## config.mk

```make
export PLATFORM = sky130hd
export DESIGN_NAME = calendar_alarm_value_access
export DESIGN_NICKNAME = d
export VERILOG_FILES = /design/src/rtl/calendar_pkg.sv /design/src/rtl/calendar_alarm_value_access.sv
export SDC_FILE = /design/constraint.sdc
export NUM_CORES = 1
export LEC_CHECK = 0
export ABC_AREA = 1
export ABC_CLOCK_PERIOD_IN_PS = 4900
export BUFFER_PORTS_ARGS = -buffer_cell sky130_fd_sc_hd__buf_2
export CORE_UTILIZATION = 45
export DETAILED_ROUTE_END_ITERATION = 10
export RECOVER_POWER = 25
export SKIP_CTS_REPAIR_TIMING = 1
export SYNTH_ARGS = -nofsm -noshare
export SYNTH_HDL_FRONTEND = slang
export SYNTH_SLANG_ARGS = --single-unit
```

## constraint.sdc

```tcl
create_clock -name pclk -period 4.9 [get_ports pclk]
set_input_delay 0.98 -clock pclk [delete_from_list [all_inputs] [get_ports pclk]]
set_output_delay 0.98 -clock pclk [all_outputs]
set_load 0.02 [all_outputs]
```

## src/rtl/calendar_pkg.sv

```systemverilog
// Constants shared by the calendar and alarm register block.
// Assumes one 25 MHz clock and an APB3 master with 32-bit data.
package calendar_pkg;

	////////////////////////////////////////////////////////////////////
	// Register byte offsets
	localparam logic [7:0] ADDR_CTRL      = 8'h00; // Write enable word
	localparam logic [7:0] ADDR_ALARM_CFG = 8'h04; // Alarm configuration
	localparam logic [7:0] ADDR_ALARM_HI  = 8'h08; // Alarm value high word
	localparam logic [7:0] ADDR_ALARM_LO  = 8'h0C; // Alarm value low word
	localparam logic [7:0] ADDR_YEAR      = 8'h10; // Year digits
	localparam logic [7:0] ADDR_MONTH_AND_DAY_BCD     = 8'h14; // Month and day
	localparam logic [7:0] ADDR_WEEKDAY_AND_HOUR_BCD    = 8'h18; // Weekday and hour
	localparam logic [7:0] ADDR_MINSEC    = 8'h1C; // Minutes and seconds
	localparam logic [7:0] ADDR_IRQ_STAT  = 8'h20; // Sticky events, read only
	localparam logic [7:0] ADDR_IRQ_CLR   = 8'h24; // Write one to clear
	localparam logic [7:0] ADDR_IRQ_EN    = 8'h28; // Interrupt enables

	////////////////////////////////////////////////////////////////////
	// Field positions and masks
	localparam int         CFG_EN_BIT    = 15; // Alarm enable
	localparam int         CFG_CHIME_BIT = 14; // Chime
	localparam int         CFG_MASK_LSB  = 10; // Interval mask, 4 bits
	localparam int         CFG_PTR_LSB   = 8;  // Window pointer, 2 bits
	localparam logic [7:0] YEAR_MASK     = 8'hFF;
	localparam logic [7:0] MONTH_MASK    = 8'h1F;
	localparam logic [7:0] DAY_MASK      = 8'h3F;
	localparam logic [7:0] WEEKDAY_VALUE_MASK     = 8'h07;
	localparam logic [7:0] HOUR_MASK     = 8'h3F;
	localparam logic [7:0] MINSEC_MASK   = 8'h7F;
	localparam int         IRQ_W         = 2;  // Event count
	localparam int         IRQ_ALARM     = 0;  // Alarm event
	localparam int         IRQ_SECOND    = 1;  // Second elapsed

	////////////////////////////////////////////////////////////////////
	// Window pointer codes
	localparam logic [1:0] PTR_MINSEC = 2'h0;
	localparam logic [1:0] PTR_WKHR   = 2'h1;
	localparam logic [1:0] PTR_MONTH_AND_DAY_BCD  = 2'h2;
	localparam logic [1:0] PTR_NONE   = 2'h3;

	////////////////////////////////////////////////////////////////////
	// Interval mask codes
	typedef enum logic [3:0] {
		MASK_HALF_SEC = 4'h0,
		MASK_SEC      = 4'h1,
		MASK_TEN_SEC  = 4'h2,
		MASK_MIN      = 4'h3,
		MASK_TEN_MIN  = 4'h4,
		MASK_HOUR     = 4'h5,
		MASK_DAY      = 4'h6,
		MASK_WEEK     = 4'h7,
		MASK_MONTH    = 4'h8,
		MASK_YEAR     = 4'h9
	} alarm_mask_t;

	////////////////////////////////////////////////////////////////////
	// Digit limits and values after reset
	localparam logic [7:0] SEC_TOP   = 8'h59;
	localparam logic [7:0] HOUR_TOP  = 8'h23;
	localparam logic [7:0] MONTH_TOP = 8'h12;
	localparam logic [7:0] YEAR_TOP  = 8'h99;
	localparam logic [7:0] WEEKDAY_VALUE_TOP  = 8'h06;
	localparam logic [7:0] BCD_ZERO  = 8'h00;
	localparam logic [7:0] BCD_ONE   = 8'h01;
	localparam logic [7:0] RPT_MAX   = 8'hFF;

	////////////////////////////////////////////////////////////////////
	// Time base
	localparam int HALF_SECOND_NS  = 500_000_000;
	localparam int CLK_PERIOD_NS   = 40;
	localparam int HALF_SEC_CYCLES = HALF_SECOND_NS / CLK_PERIOD_NS;

endpackage

```

## src/rtl/calendar_alarm_value_access.sv

```systemverilog
// Calendar, time of day and alarm window registers behind APB.
// Assumes an APB3 master on pclk; all inputs synchronous to pclk.
//
// Operation
// - Pointer picks alarm pair seen through window
// - High word access decrements pointer, stops 00
// - Pointer codes map month/day, weekday/hour, min/sec
// - Repeat count holds further alarm repetitions
// - Each alarm event decrements repeat count
// - Count stops at zero unless chime wraps
// - Year holds two BCD digits
// - Year writes accepted only with write enable
// - Month tens bit 12, ones bits 11-8
// - Day tens bits 5-4, ones bits 3-0
// - Date and hour writes need write enable
// - Weekday three bits 10-8, 0 to 6
// - Hour tens bits 5-4, ones bits 3-0
// - Unused upper bits read zero, ignore writes
// - Hardware updates time, pointer and count
// - Alarm enable clears at count zero, chime off
// - Mask selects alarm interval
//
// Register access over APB and the register addresses were left to the implementer.
`timescale 1ns/1ps

module calendar_alarm_value_access #(
	parameter int HALF_SEC_CYCLES = calendar_pkg::HALF_SEC_CYCLES
) (
	input  wire logic        pclk,
	input  wire logic        presetn,
	input  wire logic [7:0]  paddr,
	input  wire logic        psel,
	input  wire logic        penable,
	input  wire logic        pwrite,
	input  wire logic [31:0] pwdata,
	output logic      [31:0] prdata,
	output logic             pready,
	output logic             pslverr,
	output logic             irq,
	output logic             alarm_pulse
);

	////////////////////////////////////////////////////////////////////
	// BCD step: returns carry and next value, wrapping past the top
	function automatic logic [8:0] bcd_step(
		input logic [7:0] v,
		input logic [7:0] top,
		input logic [7:0] bottom
	);
		logic [3:0] tens;
		tens = v[7:4] + 4'h1;
		if (v >= top) begin
			bcd_step = {1'b1, bottom};
		end else if (v[3:0] >= 4'h9) begin
			bcd_step = {1'b0, tens, 4'h0};
		end else begin
			bcd_step = {1'b0, v[7:4], v[3:0] + 4'h1};
		end
	endfunction

	// Last day of the month in BCD, leap years every fourth year
	function automatic logic [7:0] month_top(
		input logic [7:0] mth,
		input logic [7:0] yr
	);
		logic [3:0] mod4;
		mod4 = (yr[7:4] << 1) + yr[3:0];
		if (mth == 8'h02) begin
			month_top = (mod4[1:0] == 2'h0) ? 8'h29 : 8'h28;
		end else if (mth == 8'h04 || mth == 8'h06 || mth == 8'h09 || mth == 8'h11) begin
			month_top = 8'h30;
		end else begin
			month_top = 8'h31;
		end
	endfunction

	////////////////////////////////////////////////////////////////////
	// State
	localparam int IRQ_W = calendar_pkg::IRQ_W; // Event count, sizes status and enables
	logic             wren_ff;        // Time write enable
	logic             alarm_en_ff;    // Alarm enable bit
	logic             chime_ff;       // Chime setting
	logic [3:0]       mask_ff;        // Alarm interval mask
	logic [1:0]       ptr_ff;         // Alarm window pointer
	logic [7:0]       rpt_ff;         // Alarm repeat count
	logic [7:0]       alarm_hi_ff[3]; // Month, weekday, minute
	logic [7:0]       alarm_lo_ff[3]; // Day, hour, second
	logic [7:0]       year_ff;        // Year digits
	logic [7:0]       month_ff;       // Month digits
	logic [7:0]       day_ff;         // Day digits
	logic [7:0]       weekday_value_ff;        // Weekday value
	logic [7:0]       hour_ff;        // Hour digits
	logic [7:0]       min_ff;         // Minute digits
	logic [7:0]       sec_ff;         // Second digits
	logic [IRQ_W-1:0] stat_ff;        // Sticky events
	logic [IRQ_W-1:0] irq_en_ff;      // Event enables
	logic [31:0]      div_ff;         // Half second divider
	logic             phase_ff;       // Second half of a second
	logic             half_d_ff;      // Delayed half tick
	logic             sec_d_ff;       // Delayed second tick

	////////////////////////////////////////////////////////////////////
	// Bus decode
	wire setup  = psel & ~penable;           // Setup phase
	wire access = psel & penable & pready;   // Completing access
	wire wr     = access & pwrite;           // Write takes effect
	wire rd     = access & ~pwrite;          // Read completes
	wire hit_ctrl = paddr == calendar_pkg::ADDR_CTRL;
	wire hit_cfg  = paddr == calendar_pkg::ADDR_ALARM_CFG;
	wire hit_hi   = paddr == calendar_pkg::ADDR_ALARM_HI;
	wire hit_lo   = paddr == calendar_pkg::ADDR_ALARM_LO;
	wire hit_year = paddr == calendar_pkg::ADDR_YEAR;
	wire hit_md   = paddr == calendar_pkg::ADDR_MONTH_AND_DAY_BCD;
	wire hit_wh   = paddr == calendar_pkg::ADDR_WEEKDAY_AND_HOUR_BCD;
	wire hit_ms   = paddr == calendar_pkg::ADDR_MINSEC;
	wire hit_stat = paddr == calendar_pkg::ADDR_IRQ_STAT;
	wire hit_clr  = paddr == calendar_pkg::ADDR_IRQ_CLR;
	wire hit_ien  = paddr == calendar_pkg::ADDR_IRQ_EN;
	wire mapped   = hit_ctrl | hit_cfg | hit_hi | hit_lo | hit_year | hit_md
		| hit_wh | hit_ms | hit_stat | hit_clr | hit_ien;

	// Gated time writes
	wire wr_time = wr & wren_ff;
	wire wr_year = wr_time & hit_year;
	wire wr_md   = wr_time & hit_md;
	wire wr_wh   = wr_time & hit_wh;
	wire wr_ms   = wr_time & hit_ms;
	wire wr_cfg  = wr & hit_cfg;
	wire hi_touch = access & hit_hi;            // Read or write of high word
	wire wr_win  = wr & (hit_hi | hit_lo) & (ptr_ff != calendar_pkg::PTR_NONE);

	////////////////////////////////////////////////////////////////////
	// Read views
	wire [31:0] cfg_view = {16'h0000, alarm_en_ff, chime_ff, mask_ff, ptr_ff, rpt_ff};
	wire [31:0] hi_view  = (ptr_ff == calendar_pkg::PTR_NONE) ? 32'h0000_0000 :
		{24'h00_0000, alarm_hi_ff[ptr_ff]};
	wire [31:0] lo_view  = (ptr_ff == calendar_pkg::PTR_NONE) ? 32'h0000_0000 :
		{24'h00_0000, alarm_lo_ff[ptr_ff]};
	wire [31:0] year_view = {24'h00_0000, year_ff};
	wire [31:0] md_view   = {16'h0000, 3'h0, month_ff[4:0],
		2'h0, day_ff[5:0]};
	wire [31:0] wh_view   = {16'h0000, 5'h00, weekday_value_ff[2:0],
		2'h0, hour_ff[5:0]};
	wire [31:0] ms_view   = {16'h0000, 1'b0, min_ff[6:0], 1'b0, sec_ff[6:0]};

	// Read multiplexer, if chain
	logic [31:0] rd_mux;
	always_comb begin
		rd_mux = 32'h0000_0000;
		if (hit_ctrl) begin
			rd_mux = {31'h0000_0000, wren_ff};
		end else if (hit_cfg) begin
			rd_mux = cfg_view;
		end else if (hit_hi) begin
			rd_mux = hi_view;
		end else if (hit_lo) begin
			rd_mux = lo_view;
		end else if (hit_year) begin
			rd_mux = year_view;
		end else if (hit_md) begin
			rd_mux = md_view;
		end else if (hit_wh) begin
			rd_mux = wh_view;
		end else if (hit_ms) begin
			rd_mux = ms_view;
		end else if (hit_stat) begin
			rd_mux = {{(32-IRQ_W){1'b0}}, stat_ff};
		end else if (hit_ien) begin
			rd_mux = {{(32-IRQ_W){1'b0}}, irq_en_ff};
		end
	end

	////////////////////////////////////////////////////////////////////
	// Time base: half second enable and second enable
	wire half_tick = div_ff >= (HALF_SEC_CYCLES - 1);
	wire sec_tick  = half_tick & phase_ff;

	// Divider and delayed ticks
	always_ff @(posedge pclk or negedge presetn) begin
		if (!presetn) begin
			div_ff    <= 32'h0000_0000;
			phase_ff  <= 1'b0;
			half_d_ff <= 1'b0;
			sec_d_ff  <= 1'b0;
		end else begin
			div_ff    <= half_tick ? 32'h0000_0000 : div_ff + 32'h0000_0001;
			phase_ff  <= phase_ff ^ half_tick;
			half_d_ff <= half_tick;
			sec_d_ff  <= sec_tick;
		end
	end

	////////////////////////////////////////////////////////////////////
	// Carry chain through the calendar
	wire [8:0] sec_n  = bcd_step(sec_ff, calendar_pkg::SEC_TOP, calendar_pkg::BCD_ZERO);
	wire [8:0] min_n  = bcd_step(min_ff, calendar_pkg::SEC_TOP, calendar_pkg::BCD_ZERO);
	wire [8:0] hour_n = bcd_step(hour_ff, calendar_pkg::HOUR_TOP, calendar_pkg::BCD_ZERO);
	wire [8:0] day_n  = bcd_step(day_ff, month_top(month_ff, year_ff), calendar_pkg::BCD_ONE);
	wire [8:0] weekday_value_n = bcd_step(weekday_value_ff, calendar_pkg::WEEKDAY_VALUE_TOP, calendar_pkg::BCD_ZERO);
	wire [8:0] mth_n  = bcd_step(month_ff, calendar_pkg::MONTH_TOP, calendar_pkg::BCD_ONE);
	wire [8:0] year_n = bcd_step(year_ff, calendar_pkg::YEAR_TOP, calendar_pkg::BCD_ZERO);
	wire c_min  = sec_tick & sec_n[8];
	wire c_hour = c_min & min_n[8];
	wire c_day  = c_hour & hour_n[8];
	wire c_mth  = c_day & day_n[8];
	wire c_year = c_mth & mth_n[8];

	////////////////////////////////////////////////////////////////////
	// Alarm match, checked the cycle after each tick
	wire m_sec  = sec_ff == alarm_lo_ff[calendar_pkg::PTR_MINSEC];
	wire m_sec1 = sec_ff[3:0] == alarm_lo_ff[calendar_pkg::PTR_MINSEC][3:0];
	wire m_min  = min_ff == alarm_hi_ff[calendar_pkg::PTR_MINSEC];
	wire m_min1 = min_ff[3:0] == alarm_hi_ff[calendar_pkg::PTR_MINSEC][3:0];
	wire m_hour = hour_ff == alarm_lo_ff[calendar_pkg::PTR_WKHR];
	wire m_weekday_value = weekday_value_ff[2:0] == alarm_hi_ff[calendar_pkg::PTR_WKHR][2:0];
	wire m_day  = day_ff == alarm_lo_ff[calendar_pkg::PTR_MONTH_AND_DAY_BCD];
	wire m_mth  = month_ff == alarm_hi_ff[calendar_pkg::PTR_MONTH_AND_DAY_BCD];
	wire m_ms   = m_min & m_sec;
	wire m_hms  = m_hour & m_ms;

	// Interval select
	logic mask_hit;
	always_comb begin
		mask_hit = 1'b0;
		case (calendar_pkg::alarm_mask_t'(mask_ff))
			calendar_pkg::MASK_HALF_SEC: mask_hit = half_d_ff;
			calendar_pkg::MASK_SEC:      mask_hit = sec_d_ff;
			calendar_pkg::MASK_TEN_SEC:  mask_hit = sec_d_ff & m_sec1;
			calendar_pkg::MASK_MIN:      mask_hit = sec_d_ff & m_sec;
			calendar_pkg::MASK_TEN_MIN:  mask_hit = sec_d_ff & m_min1 & m_sec;
			calendar_pkg::MASK_HOUR:     mask_hit = sec_d_ff & m_ms;
			calendar_pkg::MASK_DAY:      mask_hit = sec_d_ff & m_hms;
			calendar_pkg::MASK_WEEK:     mask_hit = sec_d_ff & m_weekday_value & m_hms;
			calendar_pkg::MASK_MONTH:    mask_hit = sec_d_ff & m_day & m_hms;
			calendar_pkg::MASK_YEAR:     mask_hit = sec_d_ff & m_mth & m_day & m_hms;
			default:                     mask_hit = 1'b0;    // Reserved codes
		endcase
	end
	wire alarm_evt = alarm_en_ff & mask_hit;

	////////////////////////////////////////////////////////////////////
	// Next values for the alarm configuration
	wire       rpt_zero = rpt_ff == 8'h00;
	wire [7:0] rpt_dec  = rpt_zero ? (chime_ff ? calendar_pkg::RPT_MAX : rpt_ff)
		: rpt_ff - 8'h01;
	wire       auto_off = alarm_evt & rpt_zero & ~chime_ff;
	wire [1:0] ptr_dec  = (ptr_ff == 2'h0) ? ptr_ff : ptr_ff - 2'h1;

	logic [7:0] nxt_rpt;
	logic [1:0] nxt_ptr;
	logic       nxt_alarm_en;
	always_comb begin
		nxt_rpt      = alarm_evt ? rpt_dec : rpt_ff;
		nxt_ptr      = hi_touch ? ptr_dec : ptr_ff;
		nxt_alarm_en = auto_off ? 1'b0 : alarm_en_ff;
		if (wr_cfg) begin
			nxt_rpt      = pwdata[7:0];
			nxt_ptr      = pwdata[calendar_pkg::CFG_PTR_LSB +: 2];
			nxt_alarm_en = pwdata[calendar_pkg::CFG_EN_BIT];
		end
	end

	// Alarm configuration registers
	always_ff @(posedge pclk or negedge presetn) begin
		if (!presetn) begin
			alarm_en_ff <= 1'b0;
			chime_ff    <= 1'b0;
			mask_ff     <= 4'h0;
			ptr_ff      <= 2'h0;
			rpt_ff      <= 8'h00;
		end else begin
			alarm_en_ff <= nxt_alarm_en;
			ptr_ff      <= nxt_ptr;
			rpt_ff      <= nxt_rpt;
			if (wr_cfg) begin
				chime_ff <= pwdata[calendar_pkg::CFG_CHIME_BIT];
				mask_ff  <= pwdata[calendar_pkg::CFG_MASK_LSB +: 4];
			end
		end
	end

	// Alarm value pairs through the window
	always_ff @(posedge pclk or negedge presetn) begin
		if (!presetn) begin
			for (int i = 0; i < 3; i++) begin
				alarm_hi_ff[i] <= 8'h00;
				alarm_lo_ff[i] <= 8'h00;
			end
		end else if (wr_win) begin
			if (hit_hi) begin
				alarm_hi_ff[ptr_ff] <= pwdata[7:0];
			end else begin
				alarm_lo_ff[ptr_ff] <= pwdata[7:0];
			end
		end
	end

	////////////////////////////////////////////////////////////////////
	// Time and calendar registers; a software write wins over a carry
	always_ff @(posedge pclk or negedge presetn) begin
		if (!presetn) begin
			sec_ff   <= calendar_pkg::BCD_ZERO;
			min_ff   <= calendar_pkg::BCD_ZERO;
			hour_ff  <= calendar_pkg::BCD_ZERO;
			weekday_value_ff  <= calendar_pkg::BCD_ZERO;
			day_ff   <= calendar_pkg::BCD_ONE;
			month_ff <= calendar_pkg::BCD_ONE;
			year_ff  <= calendar_pkg::BCD_ZERO;
		end else begin
			if (wr_ms) begin
				min_ff <= pwdata[15:8] & calendar_pkg::MINSEC_MASK;
				sec_ff <= pwdata[7:0] & calendar_pkg::MINSEC_MASK;
			end else begin
				if (sec_tick) sec_ff <= sec_n[7:0];
				if (c_min) min_ff <= min_n[7:0];
			end
			if (wr_wh) begin
				weekday_value_ff <= pwdata[15:8] & calendar_pkg::WEEKDAY_VALUE_MASK;
				hour_ff <= pwdata[7:0] & calendar_pkg::HOUR_MASK;
			end else if (c_hour) begin
				hour_ff <= hour_n[7:0];
			end
			if (!wr_wh && c_day) begin
				weekday_value_ff <= weekday_value_n[7:0];
			end
			if (wr_md) begin
				month_ff <= pwdata[15:8] & calendar_pkg::MONTH_MASK;
				day_ff   <= pwdata[7:0] & calendar_pkg::DAY_MASK;
			end else begin
				if (c_day) day_ff <= day_n[7:0];
				if (c_mth) month_ff <= mth_n[7:0];
			end
			if (wr_year) begin
				year_ff <= pwdata[7:0] & calendar_pkg::YEAR_MASK;
			end else if (c_year) begin
				year_ff <= year_n[7:0];
			end
		end
	end

	////////////////////////////////////////////////////////////////////
	// Control, interrupt status and enables; set wins over clear
	wire [IRQ_W-1:0] evt_set = {sec_tick, alarm_evt};
	wire [IRQ_W-1:0] evt_clr = (wr & hit_clr) ? pwdata[IRQ_W-1:0] : '0;
	always_ff @(posedge pclk or negedge presetn) begin
		if (!presetn) begin
			wren_ff   <= 1'b0;
			stat_ff   <= '0;
			irq_en_ff <= '0;
		end else begin
			stat_ff <= (stat_ff & ~evt_clr) | evt_set;
			if (wr & hit_ctrl) wren_ff <= pwdata[0];
			if (wr & hit_ien) irq_en_ff <= pwdata[IRQ_W-1:0];
		end
	end

	////////////////////////////////////////////////////////////////////
	// Registered outputs: answer in the cycle after setup
	always_ff @(posedge pclk or negedge presetn) begin
		if (!presetn) begin
			pready      <= 1'b0;
			prdata      <= 32'h0000_0000;
			pslverr     <= 1'b0;
			irq         <= 1'b0;
			alarm_pulse <= 1'b0;
		end else begin
			pready      <= setup;
			prdata      <= (setup && !pwrite) ? rd_mux : 32'h0000_0000;
			pslverr     <= setup & ~mapped;
			irq         <= |(stat_ff & irq_en_ff);
			alarm_pulse <= alarm_evt;
		end
	end

endmodule

```

# Word level (Yosys, flattened, before mapping)

Cells that the tools add are included.

$add $sub $neg: 18
Order comparisons: 17
Equality and inequality tests: 37
Multiplexer cells: 66
Bitwise operators: 62
Reductions and logical operators: 41

Operators with widths:

| kind                                                   | number |
|---|---|
| 2-to-1 mux 8 bit                                       | 34 |
| 2-to-1 mux 32 bit                                      | 6 |
| 2-to-1 mux 15 bit                                      | 4 |
| adder 4 x 1 -> 4 bit (second input constant)           | 14 |
| bitwise mux 24 bit                                     | 2 |
| 2-to-1 mux 9 bit                                       | 5 |
| bitwise AND 1 bit                                      | 41 |
| equality test 8 x 5 -> 1 bit (second input constant)   | 5 |
| equality test 8 bit                                    | 5 |
| adder 32 x 1 -> 32 bit (second input constant)         | 1 |
| binary-select mux 8 bit (select 2 bit)                 | 2 |
| >= comparator 32 x 24 -> 1 bit (second input constant) | 1 |
| >= comparator 4 bit (second input constant)            | 7 |
| equality test 8 x 3 -> 1 bit (second input constant)   | 3 |
| equality test 8 x 4 -> 1 bit (second input constant)   | 3 |
| equality test 8 x 6 -> 1 bit (second input constant)   | 3 |
| AND reduction 2 bit                                    | 11 |
| nonzero test 2 bit                                     | 10 |
| nonzero test 3 bit                                     | 6 |
| demux 8 bit (select 2 bit)                             | 1 |
| equality test 4 x 3 -> 1 bit (second input constant)   | 4 |
| >= comparator 8 x 7 -> 1 bit (second input constant)   | 2 |
| logical NOT 8 bit                                      | 2 |
| 2-to-1 mux 2 bit                                       | 6 |
| other kinds (35)                                       | 63 |

Register bits: 196
Input bits: 45
Output and inout bits: 36
Logic and storage cells: 278

# Logic depth before layout (Yosys ltp)

Depth in word-level cells: 13
Gate-level depth with buffers: 19
Mapped depth without buffers: 19

# Worst setup path before layout

OpenSTA, ideal clock, no wires.

Path kind: flip-flop to flip-flop
Start point: register div_ff[0]
End point: register year_ff[3]
Setup time: 133 ps
Arrival: 2495 ps
Required time: 4767 ps
Slack: 2272 ps
Cell stages (with the launch flop): 20
Path buffers: 1
Clock period less this slack: 2628 ps
Cell sequence: dfrtp_1 -> ha_1 -> nand2_2 -> nor2_2 -> nand2_2 -> nand2_1 -> nor3_1 -> o21ai_0 -> nand4_1 -> nand2_1 -> buf_4 -> ha_1 -> nand4_2 -> inv_2 -> nand2_1 -> nor2_2 -> nor2_1 -> inv_2 -> a21oi_1 -> o22ai_1

Longest elaborated chain between the ends: 8

Ends and longest elaborated chain:

| item                                | line                               | text |
|---|---|---|
| from (decl)                         | calendar_alarm_value_access.sv:97  | `logic [31:0] div_ff;` |
| from (signal assigned)              | calendar_alarm_value_access.sv:186 | `div_ff <= half_tick ? 32'h0000_0000 : div_ff + 32'h0000_0001;` |
| >= comparator 32 x 24 -> 1 bit      | calendar_alarm_value_access.sv:175 | `wire half_tick = div_ff >= (HALF_SEC_CYCLES - 1);` |
| named net half_tick                 | calendar_alarm_value_access.sv:175 |  |
| bitwise AND 1 bit                   | calendar_alarm_value_access.sv:176 | `wire sec_tick = half_tick & phase_ff;` |
| named net sec_tick                  | calendar_alarm_value_access.sv:176 |  |
| bitwise AND 1 bit                   | calendar_alarm_value_access.sv:202 | `wire c_min = sec_tick & sec_n[8];` |
| bitwise AND 1 bit                   | calendar_alarm_value_access.sv:203 | `wire c_hour = c_min & min_n[8];` |
| bitwise AND 1 bit                   | calendar_alarm_value_access.sv:204 | `wire c_day = c_hour & hour_n[8];` |
| bitwise AND 1 bit                   | calendar_alarm_value_access.sv:205 | `wire c_mth = c_day & day_n[8];` |
| bitwise AND 1 bit                   | calendar_alarm_value_access.sv:206 | `wire c_year = c_mth & mth_n[8];` |
| nonzero test 2 bit (no source line) | -                                  |  |
| to (signal assigned)                | calendar_alarm_value_access.sv:308 | `year_ff <= calendar_pkg::BCD_ZERO;` |
| to (signal assigned)                | calendar_alarm_value_access.sv:334 | `year_ff <= pwdata[7:0] & calendar_pkg::YEAR_MASK;` |
| to (signal assigned)                | calendar_alarm_value_access.sv:336 | `year_ff <= year_n[7:0];` |
| to (decl)                           | calendar_alarm_value_access.sv:88  | `logic [7:0] year_ff;` |

The timed path passes the listed nets, and every way through them passes these cells.
A chain may end at the register's enable or synchronous reset.

# Final worst setup path

Start point: register div_ff[10]
End point: register year_ff[3]

Longest elaborated chain between the ends: 8

Ends and longest elaborated chain:

| item                                | line |
|---|---|
| >= comparator 32 x 24 -> 1 bit      | calendar_alarm_value_access.sv:175 |
| bitwise AND 1 bit                   | calendar_alarm_value_access.sv:176 |
| named net sec_tick                  | calendar_alarm_value_access.sv:176 |
| bitwise AND 1 bit                   | calendar_alarm_value_access.sv:202 |
| bitwise AND 1 bit                   | calendar_alarm_value_access.sv:203 |
| bitwise AND 1 bit                   | calendar_alarm_value_access.sv:204 |
| bitwise AND 1 bit                   | calendar_alarm_value_access.sv:205 |
| bitwise AND 1 bit                   | calendar_alarm_value_access.sv:206 |
| nonzero test 2 bit (no source line) | - |

The timed path passes the listed nets, and every way through them passes these cells.

==> impl_metrics.yaml <==
setup_path:
  cp-endpoint: "year_ff[3]"
  cp_max_fo: 9
  cp-end-kind: "flop"
  timing.rr.start: "div_ff[10]"
  crit_required_ns: 5.20
  r2r-end: "year_ff[3]"
  reg2reg_slack_ns: 1.69
  reg2reg_depth: 14
  criticalPathCategory: "reg -> reg"
  crit_slowest_cell: "or4_1"
  cp_data_arrival_time_ns: 3.51
  crit_buf_inv: 2
  cp_slowest_stage_delay_ns: 0.48
  crit_top_cell: "nand2_1"
  cp_num_cells: 14
  crit_family: "simple AND/OR/NAND/NOR gates"
  setup.worst_path.start: "div_ff[10]"
  worstSetupStartpointType: "flop"
  path_cells: "nand2_1 > or4_1 > o21ai_0 > nand4_1 > nand2_1 > ha_1 > buf_4 > nand4_2 > inv_2 > nand2_1 > nor2_2 > nor2_1 > nor2_4 > o22ai_1"
global_route:
  antenna_found_initial: 0
  grt_start_max_net_pins: 113
  gr-total-overflow: 0
  grt_first_pass_wirelength_um: 49300
  grt_util_all_layers_pct: 27.0
  grt_pass1_vias: 8838
finish:
  utilization_pct: 50.4
  design_area_um2: 11800
  nFillCells: 2278
  instances_no_fill: 1704
  fin_nets: 1467
  syn_to_final_growth_pct: 10.3
  drive_above_1_share_pct: 12.1
  n_antenna_cell: 0
  final_cell_mix: "nand2_1, dfrtp_1, inv_1"
  final_common_cell: "nand2_1"
clock_network:
  tritoncts: "done"
  cts_buffers: 17
  clk_pin_slew_worst_paths_ns: 0.07
  cts_sinks: 180
  cts_max_level: 4
  cts_root_buf: "clkbuf_16"
  cts.path.max_buffers: 2
  clock_latency_ns: 0.46
floorplan:
  coreArea_um2: 23400
  initial_utilization_pct: 45.7
  ios: 81
  die-height_um: 156
  die_x_um: 156
  rows: 56
  die-area_um2: 24400
synth:
  syn_area_per_cell_um2: 8.08
  synth_edf_count: 0
  yosysSeqAreaShare_pct: 42.2
  yosys_warnings: 0
  ys_async_sr_fraction_pct: 100
  synth_ff_type: "dfrtp_1"
  synth_seq_cells: 180
  synth_cell_types: 58
  syn_inst: 1323
  netlist_area_um2: 10700
timing:
  final-max-slew-violation-count: 113
  worst_slew_pin_slew_ns: 2.86
  min_period_over_period_pct: 65.5
  max_freq_mhz: 312
  rsz0062_at_grt: "no"
  fin_tns_setup_ns: 0
  clock_skew_ns: 0.0196
  setup-violations-final: 0
  hold_viol_final: 0
  setup_slack_ns: 1.69
  finalCriticalPeriod_ns: 3.21
  maxSlewHeadroom_pct: -90.6
  timing.hold.ws_ns: 0.488
routing:
  drc: 0
  num_vias: 9226
  routed_wl_um: 31100
  drtAntennaViolNets: 0
  viasPerCell: 5.41
  drt_iter0_drc: 764
  wl_per_cell_um: 18.2
  drt_pass1_iterations: 7
power_and_ir_drop:
  ir_drop_mv: 0.227
  p_total_mw: 3.28
  leakage_nw: 5.63
  combPwrFrac_pct: 9.5
  seqPwrFrac_pct: 47.4
  clkPwrFrac_pct: 43.1
  p_sw_share_pct: 28.8
  p_per_area_nw_per_um2: 278
  p_switching_mw: 0.947
  p_int_mw: 2.34
run_status:
  status: "complete, but fails checks"
  violations: "capacitance limit, slew limit"
placement:
  gp_congestion: 0.961
  port_buffers: 48
  dp_hpwl_um: 22700
  place_ws_ns: 1.46
  dpl.cell_count: 1672
  dpl_cell_area_um2: 11200
min_path:
  holdCritStartpoint: "irq_en_ff[1]"
  min_path_type: "reg -> reg"
job:
  drv_cap: 1
layout make-up:
class | count | area, um^2 | share of cell area (%)
clock buffer | 18 | 429 | 3.64
clock inverter | 14 | 161 | 1.37
inverter | 183 | 692 | 5.87
multi-input combinational | 937 | 5320 | 45.2
sequential | 180 | 4510 | 38.2
tap | 319 | 399 | 3.39
timing repair buffer | 53 | 278 | 2.36
cell usage after synthesis, drive strengths merged, types with 22 or more instances:
library cell,instances,area share [%]
a21oi,47,2.2
inv,178,6.3
buf,30,1.8
ha,50,5.9
o21ai,147,6.9
xnor2,22,1.8
nand2,260,9.4
nor2,140,6.2
xor2,31,2.5
o22ai,26,1.5
nor3,29,1.8
dfrtp,178,42
nand3,58,3.1
metal layers:
| layer | part of all wire, % | vias up | track usage, % |
|---|---|---|---|
| met5 | 0 | - | 0 |
| met4 | 2.7 | 0 | 9.62 |
| li1 | - | 4465 | - |
| met1 | 45 | 4417 | 36.6 |
| met2 | 45 | 291 | 42.3 |
| met3 | 6.5 | 53 | 6.00 |
how the worst min path moves through the flow:
stage                     slack, ns  depth (start not counted)               to
final                          0.49                          2     irq_en_ff[1]
after floorplan                0.45                          2  alarm_hi_ff[11]
after global placement         0.47                          1         phase_ff
after CTS                      0.49                          2  alarm_hi_ff[11]
after detailed placement       0.47                          2  alarm_hi_ff[12]
after global routing           0.51                          1         phase_ff
tightest hold or removal path, delay by kind of cell (launching register included):
family / cells / cell delay, ns
flip-flops: 1 / 0.34
AO/OA/AOI/OAI: 1 / 0.06
AND/OR/NAND/NOR: 1 / 0.05
cell families (layout without fill, tap and decap cells):
logic type,Yosys count,in the layout,synth area share (%)
xor+xnor,53,53,4.34
mux,2,2,0.211
compound gates,296,296,16.3
other cells,1,24,0.0351
fa+ha+maj,50,50,5.85
flops,180,180,42.2
simple gates,512,512,22.2
buf+inv,229,268,8.85
power groups by stage:
stage / Clock, mW / Sequential (mW) / Combinational [mW]
6_report: 1.42 / 1.56 / 0.311
5_1_grt: 1.49 / 1.56 / 0.350
4_1_cts: 1.43 / 1.56 / 0.309
3_5_place_dp: 0 / 1.58 / 0.307
3_3_place_gp: 0 / 1.58 / 0.302
2_1_floorplan: 0 / 1.58 / 0.194
sequential cells by signal, indices dropped and copies added (netlist names), 2 cells and up:
register	cells
stat_ff	2
weekday_value_ff	8
alarm_lo_ff	24
mask_ff	4
hour_ff	8
prdata	16
rpt_ff	8
day_ff	8
irq_en_ff	2
alarm_hi_ff	24
min_ff	8
month_ff	8
sec_ff	8
ptr_ff	2
year_ff	8
div_ff	32
No activity file was read; power rests on OpenSTA's default activity.
